## config.mk

```make
export PLATFORM = sky130hd
export DESIGN_NAME = tlm_mode_selector
export DESIGN_NICKNAME = d
export VERILOG_FILES = /design/src/logic/tlm_pkg.sv /design/src/logic/tlm_if.sv /design/src/logic/hk_mux.sv /design/src/logic/sweep_mem.sv /design/src/logic/tlm_mode_selector.sv
export SDC_FILE = /design/constraint.sdc
export NUM_CORES = 1
export LEC_CHECK = 0
export ABC_AREA = 1
export BUFFER_PORTS_ARGS = -buffer_cell sky130_fd_sc_hd__buf_2
export CAP_MARGIN = 15
export CORE_UTILIZATION = 30
export CTS_CLUSTER_SIZE = 10
export DETAILED_ROUTE_END_ITERATION = 8
export PLACE_DENSITY = 0.53
export SYNTH_ARGS = -nofsm -noshare
export SYNTH_HDL_FRONTEND = slang
export SYNTH_HIERARCHICAL = 1
export SYNTH_SLANG_ARGS = --single-unit
```

## constraint.sdc

```tcl
create_clock -name clk -period 4.4 [get_ports clk]
set_input_delay 0.66 -clock clk [delete_from_list [all_inputs] [get_ports clk]]
set_output_delay 0.66 -clock clk [all_outputs]
set_load 0.05 [all_outputs]
```

## src/logic/tlm_pkg.sv

```systemverilog
/*
 * Shared constants for the telemetry mode selector: register offsets, command
 * word fields, sweep memory word layout, mode encodings and frame timing.
 * Assumes a 32-bit AHB-Lite register bus and 1-pps / 16-pps frame pulses.
 */
package tlm_pkg;
	localparam int WORD_W = 10;
	localparam int MEM_DEPTH = 32;
	localparam int MEM_AW = 5;
	localparam int MEM_W = 24;
	localparam int HK_W = 4;

	// Register byte offsets.
	localparam logic [7:0] OFS_MODE_A = 8'h00;
	localparam logic [7:0] OFS_MODE_A_ACT = 8'h04;
	localparam logic [7:0] OFS_MEM_LOAD = 8'h08;
	localparam logic [7:0] OFS_CONTROL = 8'h0c;
	localparam logic [7:0] OFS_STATUS = 8'h10;

	// Minor-mode-A command word fields.
	localparam int MODE_A_W = 18;
	localparam int TGL_LSB = 0;
	localparam int INIT_T_LSB = 2;
	localparam int ALT_T_LSB = 4;
	localparam int DATA_MODE_BIT = 7;
	localparam int INIT_Z_LSB = 8;
	localparam int ALT_Z_LSB = 12;
	localparam int MEM_USE_LSB = 16;
	localparam logic [MODE_A_W-1:0] MODE_A_RESET = 18'h00000;

	// Retarding head selection codes; the last one requests cyclic mode.
	localparam logic [1:0] T_RADIAL = 2'h0;
	localparam logic [1:0] T_PLUS_Z = 2'h1;
	localparam logic [1:0] T_MINUS_Z = 2'h2;
	localparam logic [1:0] T_CYCLIC = 2'h3;

	// Toggle rate codes: 8, 4, 2, 1 minor frames.
	localparam logic [1:0] TGL_8 = 2'h0;
	localparam logic [1:0] TGL_4 = 2'h1;
	localparam logic [1:0] TGL_2 = 2'h2;
	localparam logic [1:0] TGL_1 = 2'h3;

	// Memory usage codes.
	localparam logic [1:0] USE_FULL = 2'h0;
	localparam logic [1:0] USE_MASS = 2'h1;
	localparam logic [1:0] USE_RET = 2'h2;
	localparam logic [1:0] USE_ALT = 2'h3;

	// Control register bits.
	localparam int CTL_DUMP_BIT = 0;
	localparam int CTL_LOAD_CLR_BIT = 1;

	// Sweep memory word layout.
	localparam int RET_LSB = 14;
	localparam int RET_W = 10;
	localparam int MASS_LSB = 0;
	localparam int MASS_W = 12;

	// Frame timing in pulses.
	localparam int AUTO_DUMP_SEC = 256;
	localparam int ALT_USE_SEC = 8;
	localparam logic [1:0] CYC_STEPS = 2'h3;

	// Housekeeping multiplexer positions, counted from zero.
	localparam logic [HK_W-1:0] HK_LAST_STATUS = 4'h3;
	localparam logic [HK_W-1:0] HK_SPARE = 4'hf;
	localparam int ADC_W = 12;

	typedef enum logic [4:0] {
		MODE_LOAD = 5'b00001,
		MODE_DUMP = 5'b00010,
		MODE_RPA = 5'b00100,
		MODE_CYCLIC = 5'b01000,
		MODE_MASS = 5'b10000
	} mode_e;
endpackage

```

## src/logic/tlm_if.sv

```systemverilog
/*
 * Interfaces between the selector and its two helpers: the sweep memory port
 * and the housekeeping frame port. All signals live on the one system clock.
 */
`timescale 1ns/1ps
interface mem_if;
	logic we;
	logic [4:0] waddr;
	logic [23:0] wdata;
	logic re;
	logic [4:0] raddr;
	logic [23:0] rdata;
	modport ctl (output we, output waddr, output wdata, output re, output raddr, input rdata);
	modport mem (input we, input waddr, input wdata, input re, input raddr, output rdata);
endinterface

interface hk_if;
	logic pps_tick;
	logic mfm_tick;
	logic [31:0] status_bits;
	logic [11:0] adc_sample;
	logic [3:0] position;
	logic [7:0] word;
	logic load;
	modport ctl (output pps_tick, output mfm_tick, output status_bits, output adc_sample,
		input position, input word, input load);
	modport hk (input pps_tick, input mfm_tick, input status_bits, input adc_sample,
		output position, output word, output load);
endinterface

```

## src/logic/hk_mux.sv

```systemverilog
/*
 * Housekeeping and status multiplexer feeding channel A.
 * Assumes pps and minor frame ticks are one-cycle pulses on the system clock.
 */
`timescale 1ns/1ps
module hk_mux
	import tlm_pkg::*;
(
	input wire logic clk,
	input wire logic rst_n,
	hk_if.hk port
);
	logic [HK_W-1:0] pos_ff;
	logic [7:0] word_ff;
	logic load_ff;
	logic [HK_W-1:0] sel;

	// The pps cycle is the frame boundary, so a minor frame tick in it is not counted.
	always_ff @(posedge clk or negedge rst_n) begin
		if (!rst_n) begin
			pos_ff <= 4'h0;
		end else if (port.pps_tick) begin
			pos_ff <= 4'h0;
		end else if (port.mfm_tick) begin
			pos_ff <= pos_ff + 4'h1;
		end
	end

	assign sel = port.pps_tick ? 4'h0 : (port.mfm_tick ? pos_ff + 4'h1 : pos_ff);

	// The converter result is presented in parallel; the formatter shifts it out.
	always_ff @(posedge clk or negedge rst_n) begin
		if (!rst_n) begin
			word_ff <= 8'h00;
			load_ff <= 1'b0;
		end else begin
			load_ff <= port.pps_tick | port.mfm_tick;
			if (port.pps_tick | port.mfm_tick) begin
				if (sel <= HK_LAST_STATUS) begin
					word_ff <= port.status_bits[sel[1:0]*8 +: 8];
				end else if (sel == HK_SPARE) begin
					word_ff <= 8'h00;
				end else begin
					word_ff <= port.adc_sample[ADC_W-1 -: 8];
				end
			end
		end
	end

	assign port.position = pos_ff;
	assign port.word = word_ff;
	assign port.load = load_ff;
endmodule

```

## src/logic/sweep_mem.sv

```systemverilog
/*
 * Sweep memory of 32 words by 24 bits with one write and one registered read.
 * Assumes the caller issues reads as one-cycle strobes.
 */
`timescale 1ns/1ps
module sweep_mem
	import tlm_pkg::*;
(
	input wire logic clk,
	input wire logic rst_n,
	mem_if.mem port
);
	logic [MEM_W-1:0] store [MEM_DEPTH];
	logic [MEM_W-1:0] rdata_ff;

	always_ff @(posedge clk) begin
		if (port.we) begin
			store[port.waddr] <= port.wdata;
		end
	end

	always_ff @(posedge clk or negedge rst_n) begin
		if (!rst_n) begin
			rdata_ff <= 24'h000000;
		end else if (port.re) begin
			rdata_ff <= store[port.raddr];
		end
	end

	assign port.rdata = rdata_ff;
endmodule

```

## src/logic/tlm_mode_selector.sv

```systemverilog
/*
 * Telemetry mode selector: resolves the instrument mode, routes data words into
 * channels B to F, sequences memory dumps and drives the sweep memory outputs.
 * Assumes an AHB-Lite master, asynchronous frame pulses on pins and data words
 * from accumulator logic on the same clock, stable at each quarter frame pulse.
 */
// Functional notes
// - Mode priority: load, dump, retarding, cyclic, mass.
// - First load word sets memory load flag.
// - Calibrate bit asserted while memory load active.
// - Load: B-E calibration, F background counts.
// - Dump shows address zero from next pps.
// - Dump takes F only; B-E follow mode.
// - Read each quarter, advance per frame mark.
// - No pps address reset during dump.
// - Automatic dump every 256 seconds.
// - Retarding mode keeps Z mass words out.
// - Retarding: D plus-Z, E minus-Z, F radial.
// - Cyclic code in initial head bits selects cyclic.
// - Cyclic sets: radial/Z1Z3, plusZ/Z1Z2, minusZ/Z3Z4.
// - Each cyclic step lasts toggle-rate frames.
// - Mass scan default; B,C radial, D,E pairs.
// - Housekeeping counter cleared at pps, counts frames.
// - Positions one to four give status bytes.
// - Monitor positions give converter's eight MSBs.
// - Position sixteen always reads zero.
// - Memory holds 32 words of 24 bits.
// - Memory usage field selects sweep source.
// - Toggle rate 8,4,2,1 frames, pps aligned.
// - Mode A settings load only at pps.
// - Mass mode D/E alternate initial/alternate pairs.
`timescale 1ns/1ps
module tlm_mode_selector
	import tlm_pkg::*;
#(
	parameter int AUTO_DUMP_SECONDS = AUTO_DUMP_SEC
)(
	input wire logic clk,
	input wire logic rst_n,
	input wire logic hsel,
	input wire logic [31:0] haddr,
	input wire logic [1:0] htrans,
	input wire logic hwrite,
	input wire logic [2:0] hsize,
	input wire logic hready,
	input wire logic [31:0] hwdata,
	output logic [31:0] hrdata,
	output logic hreadyout,
	output logic hresp,
	input wire logic pps_pin,
	input wire logic mfm_pin,
	input wire logic qfr_pin,
	input wire logic [9:0] radial_low_mass_word,
	input wire logic [9:0] radial_high_mass_word,
	input wire logic [9:0] plus_z_low_mass_word,
	input wire logic [9:0] plus_z_high_mass_word,
	input wire logic [9:0] minus_z_low_mass_word,
	input wire logic [9:0] minus_z_high_mass_word,
	input wire logic [9:0] radial_retarding_word,
	input wire logic [9:0] plus_z_retarding_word,
	input wire logic [9:0] minus_z_retarding_word,
	input wire logic [9:0] background_counts,
	input wire logic [31:0] status_bits,
	input wire logic [11:0] adc_sample,
	output logic [7:0] housekeeping_status_word,
	output logic chan_a_load,
	output logic [9:0] chan_b_word,
	output logic [9:0] chan_c_word,
	output logic [9:0] chan_d_word,
	output logic [9:0] chan_e_word,
	output logic [23:0] chan_f_word,
	output logic chan_load,
	output logic calibrate,
	output logic [9:0] retarding_step,
	output logic [11:0] mass_step,
	output logic retarding_from_mem,
	output logic mass_from_mem,
	output logic [4:0] mode,
	output logic dump_active,
	output logic cyclic_active
);
	localparam logic [7:0] AUTO_LAST = 8'(AUTO_DUMP_SECONDS - 1);
	localparam logic [2:0] ALT_LAST = 3'(ALT_USE_SEC - 1);

	// Toggle rate code to the frame-counter bit that flips at that rate.
	function automatic logic alt_phase(input logic [3:0] frame, input logic [1:0] code);
		case (code)
			TGL_8: alt_phase = frame[3];
			TGL_4: alt_phase = frame[2];
			TGL_2: alt_phase = frame[1];
			default: alt_phase = frame[0];
		endcase
	endfunction

	function automatic logic [3:0] rate_last(input logic [1:0] code);
		case (code)
			TGL_8: rate_last = 4'h7;
			TGL_4: rate_last = 4'h3;
			TGL_2: rate_last = 4'h1;
			default: rate_last = 4'h0;
		endcase
	endfunction

	// Lowest two set gates of a Z mask: the first fills D, the second E.
	function automatic logic [3:0] z_pair(input logic [3:0] mask);
		logic [1:0] first;
		logic [1:0] second;
		logic found;
		first = 2'h0;
		second = 2'h1;
		found = 1'b0;
		for (int i = 3; i >= 0; i--) begin
			if (mask[i]) begin
				second = first;
				first = 2'(i);
				found = 1'b1;
			end
		end
		if (!found) begin
			second = 2'h1;
		end
		z_pair = {first, second};
	endfunction

	////////////////////////////////////////////////////////////////////////////////
	// Pin synchronisers: a level counts once the second and third stage agree.
	logic [2:0] sync_ff [3];
	logic [2:0] level_ff;
	logic [2:0] tick;
	logic pps_tick;
	logic mfm_tick;
	logic qfr_tick;
	logic frame_mark;

	always_ff @(posedge clk or negedge rst_n) begin
		if (!rst_n) begin
			for (int i = 0; i < 3; i++) begin
				sync_ff[i] <= 3'h0;
			end
			level_ff <= 3'h0;
		end else begin
			sync_ff[0] <= {sync_ff[0][1:0], pps_pin};
			sync_ff[1] <= {sync_ff[1][1:0], mfm_pin};
			sync_ff[2] <= {sync_ff[2][1:0], qfr_pin};
			for (int i = 0; i < 3; i++) begin
				if (sync_ff[i][1] == sync_ff[i][2]) begin
					level_ff[i] <= sync_ff[i][2];
				end
			end
		end
	end

	always_comb begin
		for (int i = 0; i < 3; i++) begin
			tick[i] = (sync_ff[i][1] == sync_ff[i][2]) && sync_ff[i][2] && !level_ff[i];
		end
	end

	assign pps_tick = tick[0];
	assign mfm_tick = tick[1] & ~tick[0];
	assign qfr_tick = tick[2];
	// The mark hidden under the second pulse still starts a frame for dump and cyclic stepping.
	assign frame_mark = pps_tick | mfm_tick;

	////////////////////////////////////////////////////////////////////////////////
	// AHB-Lite slave: zero wait states, always OKAY, writes land in the data phase.
	logic wr_pend_ff;
	logic [7:0] wr_addr_ff;
	logic [7:0] rd_addr_ff;
	logic rd_pend_ff;
	logic [MODE_A_W-1:0] mode_a_ff;
	logic [MODE_A_W-1:0] act_ff;
	logic wr_mode_a;
	logic wr_load;
	logic wr_ctl;
	logic dump_cmd;
	logic load_clr;

	always_ff @(posedge clk or negedge rst_n) begin
		if (!rst_n) begin
			wr_pend_ff <= 1'b0;
			rd_pend_ff <= 1'b0;
			wr_addr_ff <= 8'h00;
			rd_addr_ff <= 8'h00;
		end else if (hready) begin
			wr_pend_ff <= hsel & htrans[1] & hwrite;
			rd_pend_ff <= hsel & htrans[1] & ~hwrite;
			wr_addr_ff <= haddr[7:0];
			rd_addr_ff <= haddr[7:0];
		end
	end

	assign wr_mode_a = wr_pend_ff && (wr_addr_ff == OFS_MODE_A);
	assign wr_load = wr_pend_ff && (wr_addr_ff == OFS_MEM_LOAD);
	assign wr_ctl = wr_pend_ff && (wr_addr_ff == OFS_CONTROL);
	assign dump_cmd = wr_ctl & hwdata[CTL_DUMP_BIT];
	assign load_clr = wr_ctl & hwdata[CTL_LOAD_CLR_BIT];
	assign hreadyout = 1'b1;
	assign hresp = 1'b0;

	always_ff @(posedge clk or negedge rst_n) begin
		if (!rst_n) begin
			mode_a_ff <= MODE_A_RESET;
		end else if (wr_mode_a) begin
			mode_a_ff <= hwdata[MODE_A_W-1:0];
		end
	end

	// Settings pending in the shadow word go live only on the second boundary.
	always_ff @(posedge clk or negedge rst_n) begin
		if (!rst_n) begin
			act_ff <= MODE_A_RESET;
		end else if (pps_tick) begin
			act_ff <= mode_a_ff;
		end
	end

	////////////////////////////////////////////////////////////////////////////////
	// Memory load: each write stores one word and raises the load flag.
	mem_if mport ();
	logic memory_load_flag_ff;
	logic [MEM_AW-1:0] load_ptr_ff;

	// A load word in the same cycle as a clear keeps the flag set.
	always_ff @(posedge clk or negedge rst_n) begin
		if (!rst_n) begin
			memory_load_flag_ff <= 1'b0;
			load_ptr_ff <= 5'h00;
		end else if (wr_load) begin
			memory_load_flag_ff <= 1'b1;
			load_ptr_ff <= load_ptr_ff + 5'h01;
		end else if (load_clr) begin
			memory_load_flag_ff <= 1'b0;
			load_ptr_ff <= 5'h00;
		end
	end

	assign mport.we = wr_load;
	assign mport.waddr = load_ptr_ff;
	assign mport.wdata = hwdata[MEM_W-1:0];

	////////////////////////////////////////////////////////////////////////////////
	// Dump sequencing and the shared memory address.
	logic dump_pend_ff;
	logic dump_ff;
	logic [MEM_AW-1:0] addr_ff;
	logic [7:0] sec_ff;
	logic auto_req;
	logic dump_start;
	logic dump_end;

	assign auto_req = pps_tick && (sec_ff == AUTO_LAST);
	assign dump_start = pps_tick && dump_pend_ff && !dump_ff;
	assign dump_end = dump_ff && frame_mark && (addr_ff == 5'(MEM_DEPTH - 1));

	always_ff @(posedge clk or negedge rst_n) begin
		if (!rst_n) begin
			sec_ff <= 8'h00;
		end else if (pps_tick) begin
			sec_ff <= (sec_ff == AUTO_LAST) ? 8'h00 : sec_ff + 8'h01;
		end
	end

	// A new request in the start cycle stays pending for a later dump.
	always_ff @(posedge clk or negedge rst_n) begin
		if (!rst_n) begin
			dump_pend_ff <= 1'b0;
		end else if (dump_cmd || auto_req) begin
			dump_pend_ff <= 1'b1;
		end else if (dump_start) begin
			dump_pend_ff <= 1'b0;
		end
	end

	always_ff @(posedge clk or negedge rst_n) begin
		if (!rst_n) begin
			dump_ff <= 1'b0;
		end else if (dump_start) begin
			dump_ff <= 1'b1;
		end else if (dump_end) begin
			dump_ff <= 1'b0;
		end
	end

	always_ff @(posedge clk or negedge rst_n) begin
		if (!rst_n) begin
			addr_ff <= 5'h00;
		end else if (dump_start) begin
			addr_ff <= 5'h00;
		end else if (dump_ff) begin
			if (frame_mark) begin
				addr_ff <= addr_ff + 5'h01;
			end
		end else if (pps_tick) begin
			addr_ff <= 5'h00;
		end else if (qfr_tick) begin
			addr_ff <= addr_ff + 5'h01;
		end
	end

	assign mport.re = qfr_tick;
	// During a dump the read at a frame boundary already uses the address that the boundary selects; outside a dump the pps read uses the old address.
	assign mport.raddr = dump_start ? 5'h00 :
		((dump_ff && frame_mark) ? addr_ff + 5'h01 : addr_ff);

	sweep_mem u_mem (
		.clk(clk),
		.rst_n(rst_n),
		.port(mport)
	);

	////////////////////////////////////////////////////////////////////////////////
	// Frame counters, toggling and the cyclic step.
	logic [3:0] frame_ff;
	logic [1:0] step_ff;
	logic [3:0] step_cnt_ff;
	logic [2:0] alt_sec_ff;
	logic alt_use_ff;
	logic act_cyclic;

	assign act_cyclic = (act_ff[INIT_T_LSB +: 2] == T_CYCLIC) && !act_ff[DATA_MODE_BIT];

	always_ff @(posedge clk or negedge rst_n) begin
		if (!rst_n) begin
			frame_ff <= 4'h0;
		end else if (pps_tick) begin
			frame_ff <= 4'h0;
		end else if (mfm_tick) begin
			frame_ff <= frame_ff + 4'h1;
		end
	end

	// The cycle restarts only on entry, so it drifts against the second.
	always_ff @(posedge clk or negedge rst_n) begin
		if (!rst_n) begin
			step_ff <= 2'h0;
			step_cnt_ff <= 4'h0;
		end else if (pps_tick && !act_cyclic) begin
			step_ff <= 2'h0;
			step_cnt_ff <= 4'h0;
		end else if (frame_mark && act_cyclic) begin
			if (step_cnt_ff >= rate_last(act_ff[TGL_LSB +: 2])) begin
				step_cnt_ff <= 4'h0;
				step_ff <= (step_ff == CYC_STEPS - 2'h1) ? 2'h0 : step_ff + 2'h1;
			end else begin
				step_cnt_ff <= step_cnt_ff + 4'h1;
			end
		end
	end

	always_ff @(posedge clk or negedge rst_n) begin
		if (!rst_n) begin
			alt_sec_ff <= 3'h0;
			alt_use_ff <= 1'b0;
		end else if (pps_tick) begin
			alt_sec_ff <= (alt_sec_ff == ALT_LAST) ? 3'h0 : alt_sec_ff + 3'h1;
			if (alt_sec_ff == ALT_LAST) begin
				alt_use_ff <= ~alt_use_ff;
			end
		end
	end

	////////////////////////////////////////////////////////////////////////////////
	// Mode resolution, latched at frame boundaries.
	mode_e mode_ff;
	mode_e base_mode;
	logic alt_ff;
	logic [MODE_A_W-1:0] nxt_act;

	// At the second pulse the settings going live decide, so a new mode owns the first frame.
	assign nxt_act = pps_tick ? mode_a_ff : act_ff;

	always_comb begin
		if (nxt_act[DATA_MODE_BIT]) begin
			base_mode = MODE_RPA;
		end else if (nxt_act[INIT_T_LSB +: 2] == T_CYCLIC) begin
			base_mode = MODE_CYCLIC;
		end else begin
			base_mode = MODE_MASS;
		end
	end

	always_ff @(posedge clk or negedge rst_n) begin
		if (!rst_n) begin
			mode_ff <= MODE_MASS;
			alt_ff <= 1'b0;
		end else if (frame_mark) begin
			mode_ff <= base_mode;
			alt_ff <= pps_tick ? 1'b0 : alt_phase(frame_ff + 4'h1, act_ff[TGL_LSB +: 2]);
		end
	end

	////////////////////////////////////////////////////////////////////////////////
	// Channel routing, loaded one cycle after each quarter frame with memory data.
	logic load_stb_ff;
	logic [9:0] zw [4];
	logic [9:0] tw [3];
	logic [3:0] zsel;
	logic [1:0] tsel;
	logic [9:0] nxt_d;
	logic [9:0] nxt_e;
	logic [9:0] nxt_f;

	assign zw[0] = plus_z_low_mass_word;
	assign zw[1] = plus_z_high_mass_word;
	assign zw[2] = minus_z_low_mass_word;
	assign zw[3] = minus_z_high_mass_word;
	assign tw[0] = radial_retarding_word;
	assign tw[1] = plus_z_retarding_word;
	assign tw[2] = minus_z_retarding_word;

	always_comb begin
		zsel = z_pair(alt_ff ? act_ff[ALT_Z_LSB +: 4] : act_ff[INIT_Z_LSB +: 4]);
		tsel = alt_ff ? act_ff[ALT_T_LSB +: 2] : act_ff[INIT_T_LSB +: 2];
		if (tsel == T_CYCLIC) begin
			tsel = T_RADIAL;
		end
		nxt_d = zw[zsel[3:2]];
		nxt_e = zw[zsel[1:0]];
		nxt_f = tw[tsel];
		case (mode_ff)
			MODE_RPA: begin
				nxt_d = plus_z_retarding_word;
				nxt_e = minus_z_retarding_word;
				nxt_f = radial_retarding_word;
			end
			MODE_CYCLIC: begin
				nxt_d = (step_ff == 2'h2) ? minus_z_low_mass_word : plus_z_low_mass_word;
				nxt_e = (step_ff == 2'h0) ? minus_z_low_mass_word :
					((step_ff == 2'h1) ? plus_z_high_mass_word : minus_z_high_mass_word);
				nxt_f = tw[step_ff];
			end
			default: begin
			end
		endcase
	end

	always_ff @(posedge clk or negedge rst_n) begin
		if (!rst_n) begin
			load_stb_ff <= 1'b0;
		end else begin
			load_stb_ff <= qfr_tick;
		end
	end

	always_ff @(posedge clk or negedge rst_n) begin
		if (!rst_n) begin
			chan_b_word <= 10'h000;
			chan_c_word <= 10'h000;
			chan_d_word <= 10'h000;
			chan_e_word <= 10'h000;
			chan_f_word <= 24'h000000;
		end else if (load_stb_ff) begin
			chan_b_word <= radial_low_mass_word;
			chan_c_word <= radial_high_mass_word;
			chan_d_word <= nxt_d;
			chan_e_word <= nxt_e;
			if (memory_load_flag_ff) begin
				chan_f_word <= {14'h0000, background_counts};
			end else if (dump_ff) begin
				chan_f_word <= mport.rdata;
			end else begin
				chan_f_word <= {14'h0000, nxt_f};
			end
		end
	end

	// Sweep source follows the memory usage field of the live settings.
	logic [1:0] use_code;
	assign use_code = (act_ff[MEM_USE_LSB +: 2] == USE_ALT) ?
		(alt_use_ff ? USE_RET : USE_FULL) : act_ff[MEM_USE_LSB +: 2];

	always_ff @(posedge clk or negedge rst_n) begin
		if (!rst_n) begin
			retarding_step <= 10'h000;
			mass_step <= 12'h000;
			retarding_from_mem <= 1'b1;
			mass_from_mem <= 1'b1;
		end else if (load_stb_ff) begin
			retarding_step <= mport.rdata[RET_LSB +: RET_W];
			mass_step <= mport.rdata[MASS_LSB +: MASS_W];
			retarding_from_mem <= (use_code != USE_MASS);
			mass_from_mem <= (use_code != USE_RET);
		end
	end

	////////////////////////////////////////////////////////////////////////////////
	// Housekeeping channel and status outputs.
	hk_if hport ();
	assign hport.pps_tick = pps_tick;
	assign hport.mfm_tick = mfm_tick;
	assign hport.status_bits = status_bits;
	assign hport.adc_sample = adc_sample;

	hk_mux u_hk (
		.clk(clk),
		.rst_n(rst_n),
		.port(hport)
	);

	assign housekeeping_status_word = hport.word;
	assign chan_a_load = hport.load;
	assign chan_load = load_stb_ff;
	assign calibrate = memory_load_flag_ff;
	assign mode = memory_load_flag_ff ? MODE_LOAD : (dump_ff ? MODE_DUMP : mode_ff);
	assign dump_active = dump_ff;
	assign cyclic_active = (mode_ff == MODE_CYCLIC);

	always_ff @(posedge clk or negedge rst_n) begin
		if (!rst_n) begin
			hrdata <= 32'h00000000;
		end else if (hready && hsel && htrans[1] && !hwrite) begin
			case (haddr[7:0])
				OFS_MODE_A: hrdata <= {14'h0000, mode_a_ff};
				OFS_MODE_A_ACT: hrdata <= {14'h0000, act_ff};
				OFS_MEM_LOAD: hrdata <= {27'h0000000, load_ptr_ff};
				OFS_STATUS: hrdata <= {12'h000, hport.position, step_ff, addr_ff,
					dump_pend_ff, dump_ff, memory_load_flag_ff, 1'b0, mode};
				default: hrdata <= 32'h00000000;
			endcase
		end
	end
endmodule

```

# --- Word-level counts from Yosys, hierarchy flattened ---
# Memories as Yosys holds them, arrays and structs flattened. A register that Yosys moved wholly into a read port is not among the register bits.
# Index checks and enable logic that the tools add are counted.
op_classes:
  eq_ne: 25
  bitwise: 12
  n_reduce_logical: 43
  add_sub_neg: 8
  shifts: 1
  n_mux: 81
  order_cmp: 6
ops:
  columns: ["cell", "n"]
  rows:
  - ["$mux W10", 11]
  - ["$bmux W10 S2", 4]
  - ["$pmux W20 S4", 1]
  - ["$mux W5", 13]
  - ["$pmux W10 S2", 3]
  - ["$mux W24", 2]
  - ["$mux W4", 10]
  - ["$mux W2", 16]
  - ["$mux W8", 4]
  - ["$shiftx A32 B6 Y8", 1]
  - ["$eq A8 B4 Y1 const B", 3]
  - ["$logic_and A1 B1 Y1", 20]
  - ["$logic_not A8 Y1", 2]
  - ["$mux W1", 14]
  - ["$add A4 B1 Y4 const B", 3]
  - ["$eq A2 B2 Y1 const B", 6]
  - ["$ge A3 B3 Y1 const B", 4]
  - ["$not A2 Y3", 4]
  - ["$reduce_bool A2 Y1", 6]
  - ["$add A5 B1 Y5 const B", 2]
  - ["$pmux W3 S3", 1]
  - ["$add A8 B1 Y8 const B", 1]
  - ["$eq A8 B3 Y1 const B", 1]
  - ["$eq A8 B5 Y1 const B", 1]
  - ["25 further kinds", 43]
word_totals:
  out_inout_bits: 140
  n_memories: 1
  ramBits: 768
  register_bits: 232
  inputBits: 221
mem_list:
  columns: ["memory", "words", "word_bits", "read_ports", "rd_clocked_by_memory_dff", "write_ports", "line_no", "source"]
  rows:
  - ["u_mem.store", 32, 24, 1, 1, 1, "sweep_mem.sv:13", "logic [MEM_W-1:0] store [MEM_DEPTH];"]

# --- Depth between registers and ports, before layout ---
depth:
  depth_word: 13
  ltp_mapped: 21
  depth_no_buf: 18

# --- Cells and area by module ---
# The synthesis kept the hierarchy.
by_module_without_submodules:
  columns: ["module", "cells_each", "area_each_um2", "n_inst"]
  rows:
  - ["sweep_mem", 2671, 31998.2, 1]
  - ["tlm_mode_selector", 1437, 10933.0, 1]
  - ["hk_mux", 156, 1068.5, 1]

# --- Least setup slack after synthesis ---
# Ideal clock, no wire load.
synth_path:
  kind: "register to register"
  start: "register wr_addr_ff[6]"
  end: "memory u_mem.store[31][0] (enable)"
  stages_incl_launch_ff: 8
  slack_ns: 1.742
  t_arrival_ns: 2.253
  path_cell_list: "dfrtp_1 > inv_1 > nand4_1 > nor3_1 > nand2_1 > inv_1 > nand3_1 > nor2_1"
synth_between:
  elab_chain_cells: 4
synth_lines:
  columns: ["item", "line_no", "source"]
  rows:
  - ["start, declared", "tlm_mode_selector.sv:168", "logic [7:0] wr_addr_ff;"]
  - ["start signal, assigned", "tlm_mode_selector.sv:188", "wr_addr_ff <= haddr[7:0];"]
  - ["$eq A8 B4 Y1", "tlm_mode_selector.sv:194", "assign wr_load = wr_pend_ff && (wr_addr_ff == OFS_MEM_LOAD);"]
  - ["$logic_and A1 B1 Y1", "tlm_mode_selector.sv:194", null]
  - ["via mport.we", "tlm_if.sv:7", "logic we;"]
  - ["$mux W1", "sweep_mem.sv:17", "if (port.we) begin"]
  - ["$mux W1 (implied by the code)", "sweep_mem.sv:18", "store[port.waddr] <= port.wdata;"]
  - ["end, declared", "sweep_mem.sv:13", null]
# The timed path passes the listed nets, and every way through them passes these cells.

# --- Worst setup path in the final report ---
layout_path:
  start: "register sync_ff[7] in the netlist's numbering"
  end: "register u_mem.rdata_ff[16] (netlist: u_mem/port.rdata[16]) (read register of u_mem.store)"
layout_between:
  elab_chain_cells: 9
  word_cells_on_any_way: 11
  cone_classes: "eq/ne: 1; mux: 2; bitwise: 3; reduce/logical: 5"
layout_lines:
  columns: ["item", "line_no", "source"]
  rows:
  - ["start, declared", "tlm_mode_selector.sv:127", "logic [2:0] sync_ff [3];"]
  - ["$eq A1 B1 Y1 (*)", "tlm_mode_selector.sv:155", "tick[i] = (sync_ff[i][1] == sync_ff[i][2]) && sync_ff[i][2] && !level_ff[i];"]
  - ["$logic_and A1 B1 Y1 (*) (2 in series)", "tlm_mode_selector.sv:155", null]
  - ["$not A1 Y1", "tlm_mode_selector.sv:160", "assign mfm_tick = tick[1] & ~tick[0];"]
  - ["$and A1 B1 Y1", "tlm_mode_selector.sv:160", null]
  - ["$or A1 B1 Y1", "tlm_mode_selector.sv:163", "assign frame_mark = pps_tick | mfm_tick;"]
  - ["$logic_and A1 B1 Y1", "tlm_mode_selector.sv:304", "((dump_ff && frame_mark) ? addr_ff + 5'h01 : addr_ff);"]
  - ["$mux W5", "tlm_mode_selector.sv:304", null]
  - ["$mux W5 (*)", "tlm_mode_selector.sv:303", "assign mport.raddr = dump_start ? 5'h00 :"]
  - ["via mport.raddr[0]", "tlm_if.sv:11", "logic [4:0] raddr;"]
  - ["end, declared", "sweep_mem.sv:14", "logic [MEM_W-1:0] rdata_ff;"]
# Mark *: on every way through the listed nets, which the timed path passes. The rest lies on a longest branch.
# A chain may end at the register's enable or synchronous reset.

==> key figures <==
Clock tree
  • Worst skew pair latency: 0.72 ns
  • H-tree Lvls: 3
  • CTS tree: done
  • Post-CTS setup buffer count: 0
  • CTS buffer count: 114
  • CTS Buffer Depth: 3
  • CTS Hold Bufs: 2
  • Resized Gates After CTS: 0
  • Clk slew on worst S/H paths: 0.06 ns
  • CTS sink count: 1010
  • Root buf cell: clkbuf_16

Timing
  • Slew Limit Headroom: 0.307
  • Least-Margin Pin Slew: 1.04 ns
  • Final worst path period share: 0.879
  • Achievable Freq: 0.259 GHz
  • Final min period: 3.87 ns
  • Slew Viols, Final: 0
  • PnR worst setup slack: 0.534 ns
  • Hold Fails Final Rpt: 0
  • Final Setup Violations: 0
  • Hold_ws: 0.0623 ns
  • Worst Skew: 0.0289 ns
  • Setup TNS: 0 ns
  • RSZ-0062 raised after global routing: false

Synth
  • Post-Synthesis Cells: 4264
  • YS warnings: 6
  • Cell area after synthesis: 0.0440 mm²
  • Async SR Flop Fraction: 0.240
  • Syn avg cell area: 10.3 µm²
  • Register area share after synthesis: 0.662
  • EDFF count, synth: 768
  • Register bit total from synthesis: 1010
  • Distinct cells, synth: 52
  • Most common flop cell mapped by yosys: edfxtp_1

Placement
  • Routability cong.: 0.897
  • HPWL after DPL: 83000 µm
  • Post-Place Cells: 6325
  • Worst slack, placed: 0.536 ns
  • PortBufs: 306

Die
  • Core footprint: 0.146 mm²
  • DIE AREA: 0.148 mm²
  • Cell Rows: 140
  • Boundary pin count: 361
  • Chip Width: 385 µm
  • Die Height: 385 µm
  • Starting Density: 0.302

Global routing
  • Most Used Layer, Global Route: met2
  • Largest net degree at the start of global routing: 166
  • Met1 Use GR: 0.246
  • GR Util All Layers: 0.183
  • First-pass GRT wire length: 202000 µm
  • Global route overflow: 0
  • Vias in the first global route: 30.1k
  • GR Util met3: 0.0352
  • Antenna violations before repair: 21
  • Met2 Usage GRT: 0.294

Routing
  • Routed via count: 32.2k
  • First DRT Iteration DRCs: 2781
  • Antenna viol nets, final: 0
  • Vias per inst: 4.96
  • # DRC: 0
  • Per-cell routed wire length: 21.3 µm
  • Final WL: 138000 µm
  • TritonRoute pass-1 iters: 6

Setup path
  • Worst setup EP type: flip-flop
  • Worst-path fanout max: 76
  • Critical path launch point type: flip-flop
  • Arr. time, crit path: 4.47 ns
  • Critical Path RT: 5.00 ns
  • Critical path class: reg2reg

Flow run
  • MaxCap Viol Count: 0

Status
  • Outcome: finished clean

Final layout
  • Fill cells: 14.5k
  • P&R area growth vs syn: 15.3%
  • Share of layout cells above drive strength 1: 0.134
  • Post-route insts no fill: 6502
  • Nets: 4766

Min path
  • Min-delay worst type: in2reg

Pwr
  • VDD IR max: 527 µV
  • Static leakage: 20.5 nW
  • Power per cell area: 627 mW/mm²
[worst max-delay path, stage by stage (launching register included)]
cell and delay, ns:
dfrtp_1 0.39, ha_1 0.19, inv_1 0.05, or2_1 0.28
nand2_1 0.11, inv_1 0.19, nor2_1 0.08, buf_4 0.18
xnor2_1 0.16, nor2_4 0.32, clkinv_8 0.35, buf_12 0.36
nand2_1 0.09, nand3_1 0.06, nand3_1 0.11, nand2_1 0.17
nand2_1 0.21, nand3_1 0.11, nand3_1 0.13, nand2_1 0.06
[layout by cell type, fill, tap and decap left out, types with 42 or more instances in the layout]
cell / n
nand3_1: 747
nor2_1: 109
inv_1: 189
a21oi_1: 57
buf_2: 305
clkbuf_16: 116
dfrtp_1: 238
edfxtp_1: 768
o21ai_0: 155
clkbuf_1: 46
nand2_1: 1474
nand4_1: 42
buf_4: 67
[final timing paths]
path | startpoint | end | slack (ns) | depth (start not counted)
min in group asynchronous | rst_n | chan_d_word[8] | 0.51 | 2
max in group asynchronous | rst_n | act_ff[4] | 2.93 | 3
min reg2reg | sync_ff[0] | sync_ff[1] | 0.35 | 0
max | sync_ff[7] | u_mem/port.rdata[16] | 0.53 | 19
min | pps_pin | sync_ff[6] | 0.06 | 1
max reg2reg | sync_ff[7] | u_mem/port.rdata[16] | 0.53 | 19
[logic make-up (layout without fill, tap and decap cells)]
group,after synthesis,in the layout,synth area share
AO/OA/AOI/OAI,322,322,0.0423
other,2,16,0.000171
buffers and inverters,463,770,0.0528
multiplexers,5,5,0.00128
AND/OR/NAND/NOR,2431,2431,0.234
XOR/XNOR,12,12,0.00239
flip-flops,1010,1010,0.662
adder cells (fa/ha/maj),19,19,0.00540
[Yosys cell counts (6+ instances only)]
cell,n,share of area
a221oi_1,10,0.0020
buf_4,25,0.0043
a21oi_1,61,0.0069
o21ai_1,25,0.0028
inv_2,6,0.00051
o21ai_0,155,0.018
buf_6,39,0.010
a21oi_2,10,0.0020
ha_1,19,0.0054
edfxtp_1,768,0.52
clkbuf_1,70,0.0060
nand3_1,747,0.085
buf_2,115,0.013
buf_1,10,0.00085
inv_1,191,0.016
nand4_1,42,0.0060
nand2_1,1474,0.13
o22ai_1,31,0.0044
o221a_2,9,0.0023
dfrtp_1,239,0.14
nor2_1,143,0.012
xor2_1,8,0.0016
[report_power, final]
group	switching, mW	leakage (nW)	internal (mW)	total [mW]
registers	0.492	9.89	10.9	11.4
logic	8.72	9.08	3.20	11.9
clock network	3.68	1.55	4.86	8.54
[layout make-up]
class                      count  area (µm²)  area share
antenna                        2        5.00   0.0000986
sequential                  1010       29100       0.574
clock inverter                 9         123     0.00242
clock buffer                 164        3100      0.0611
tap                         1917        2400      0.0473
timing repair buffer         396        2480      0.0490
multi-input combinational   2803       12700       0.251
inverter                     201         779      0.0154
[state kept, by name (all words and copies together), names as in the netlist, 12 cells and up]
register	flops
u_mem/store	768
chan_f_word	24
u_mem/port.rdata	24
hrdata	20
act_ff	18
mode_a_ff	18
mass_step	12
[layer usage]
metal / vias up / wire [µm]
met3: 213 / 10500
met1: 15700 / 59900
met5: - / 202
met4: 32 / 3980
met2: 1202 / 63600
li1: 15100 / -
[stage by stage]
step / util / cell area, µm² / power [mW]
floorplan: - / 44000 / 19.8
global placement: 0.326 / 47500 / 23.4
detailed placement: 0.326 / 47500 / 23.4
CTS: 0.349 / 50700 / 32.0
global route: 0.349 / 50700 / 33.7
finish: 0.349 / 50800 / 31.8
Note: power is estimated with default switching activity, not from simulation.
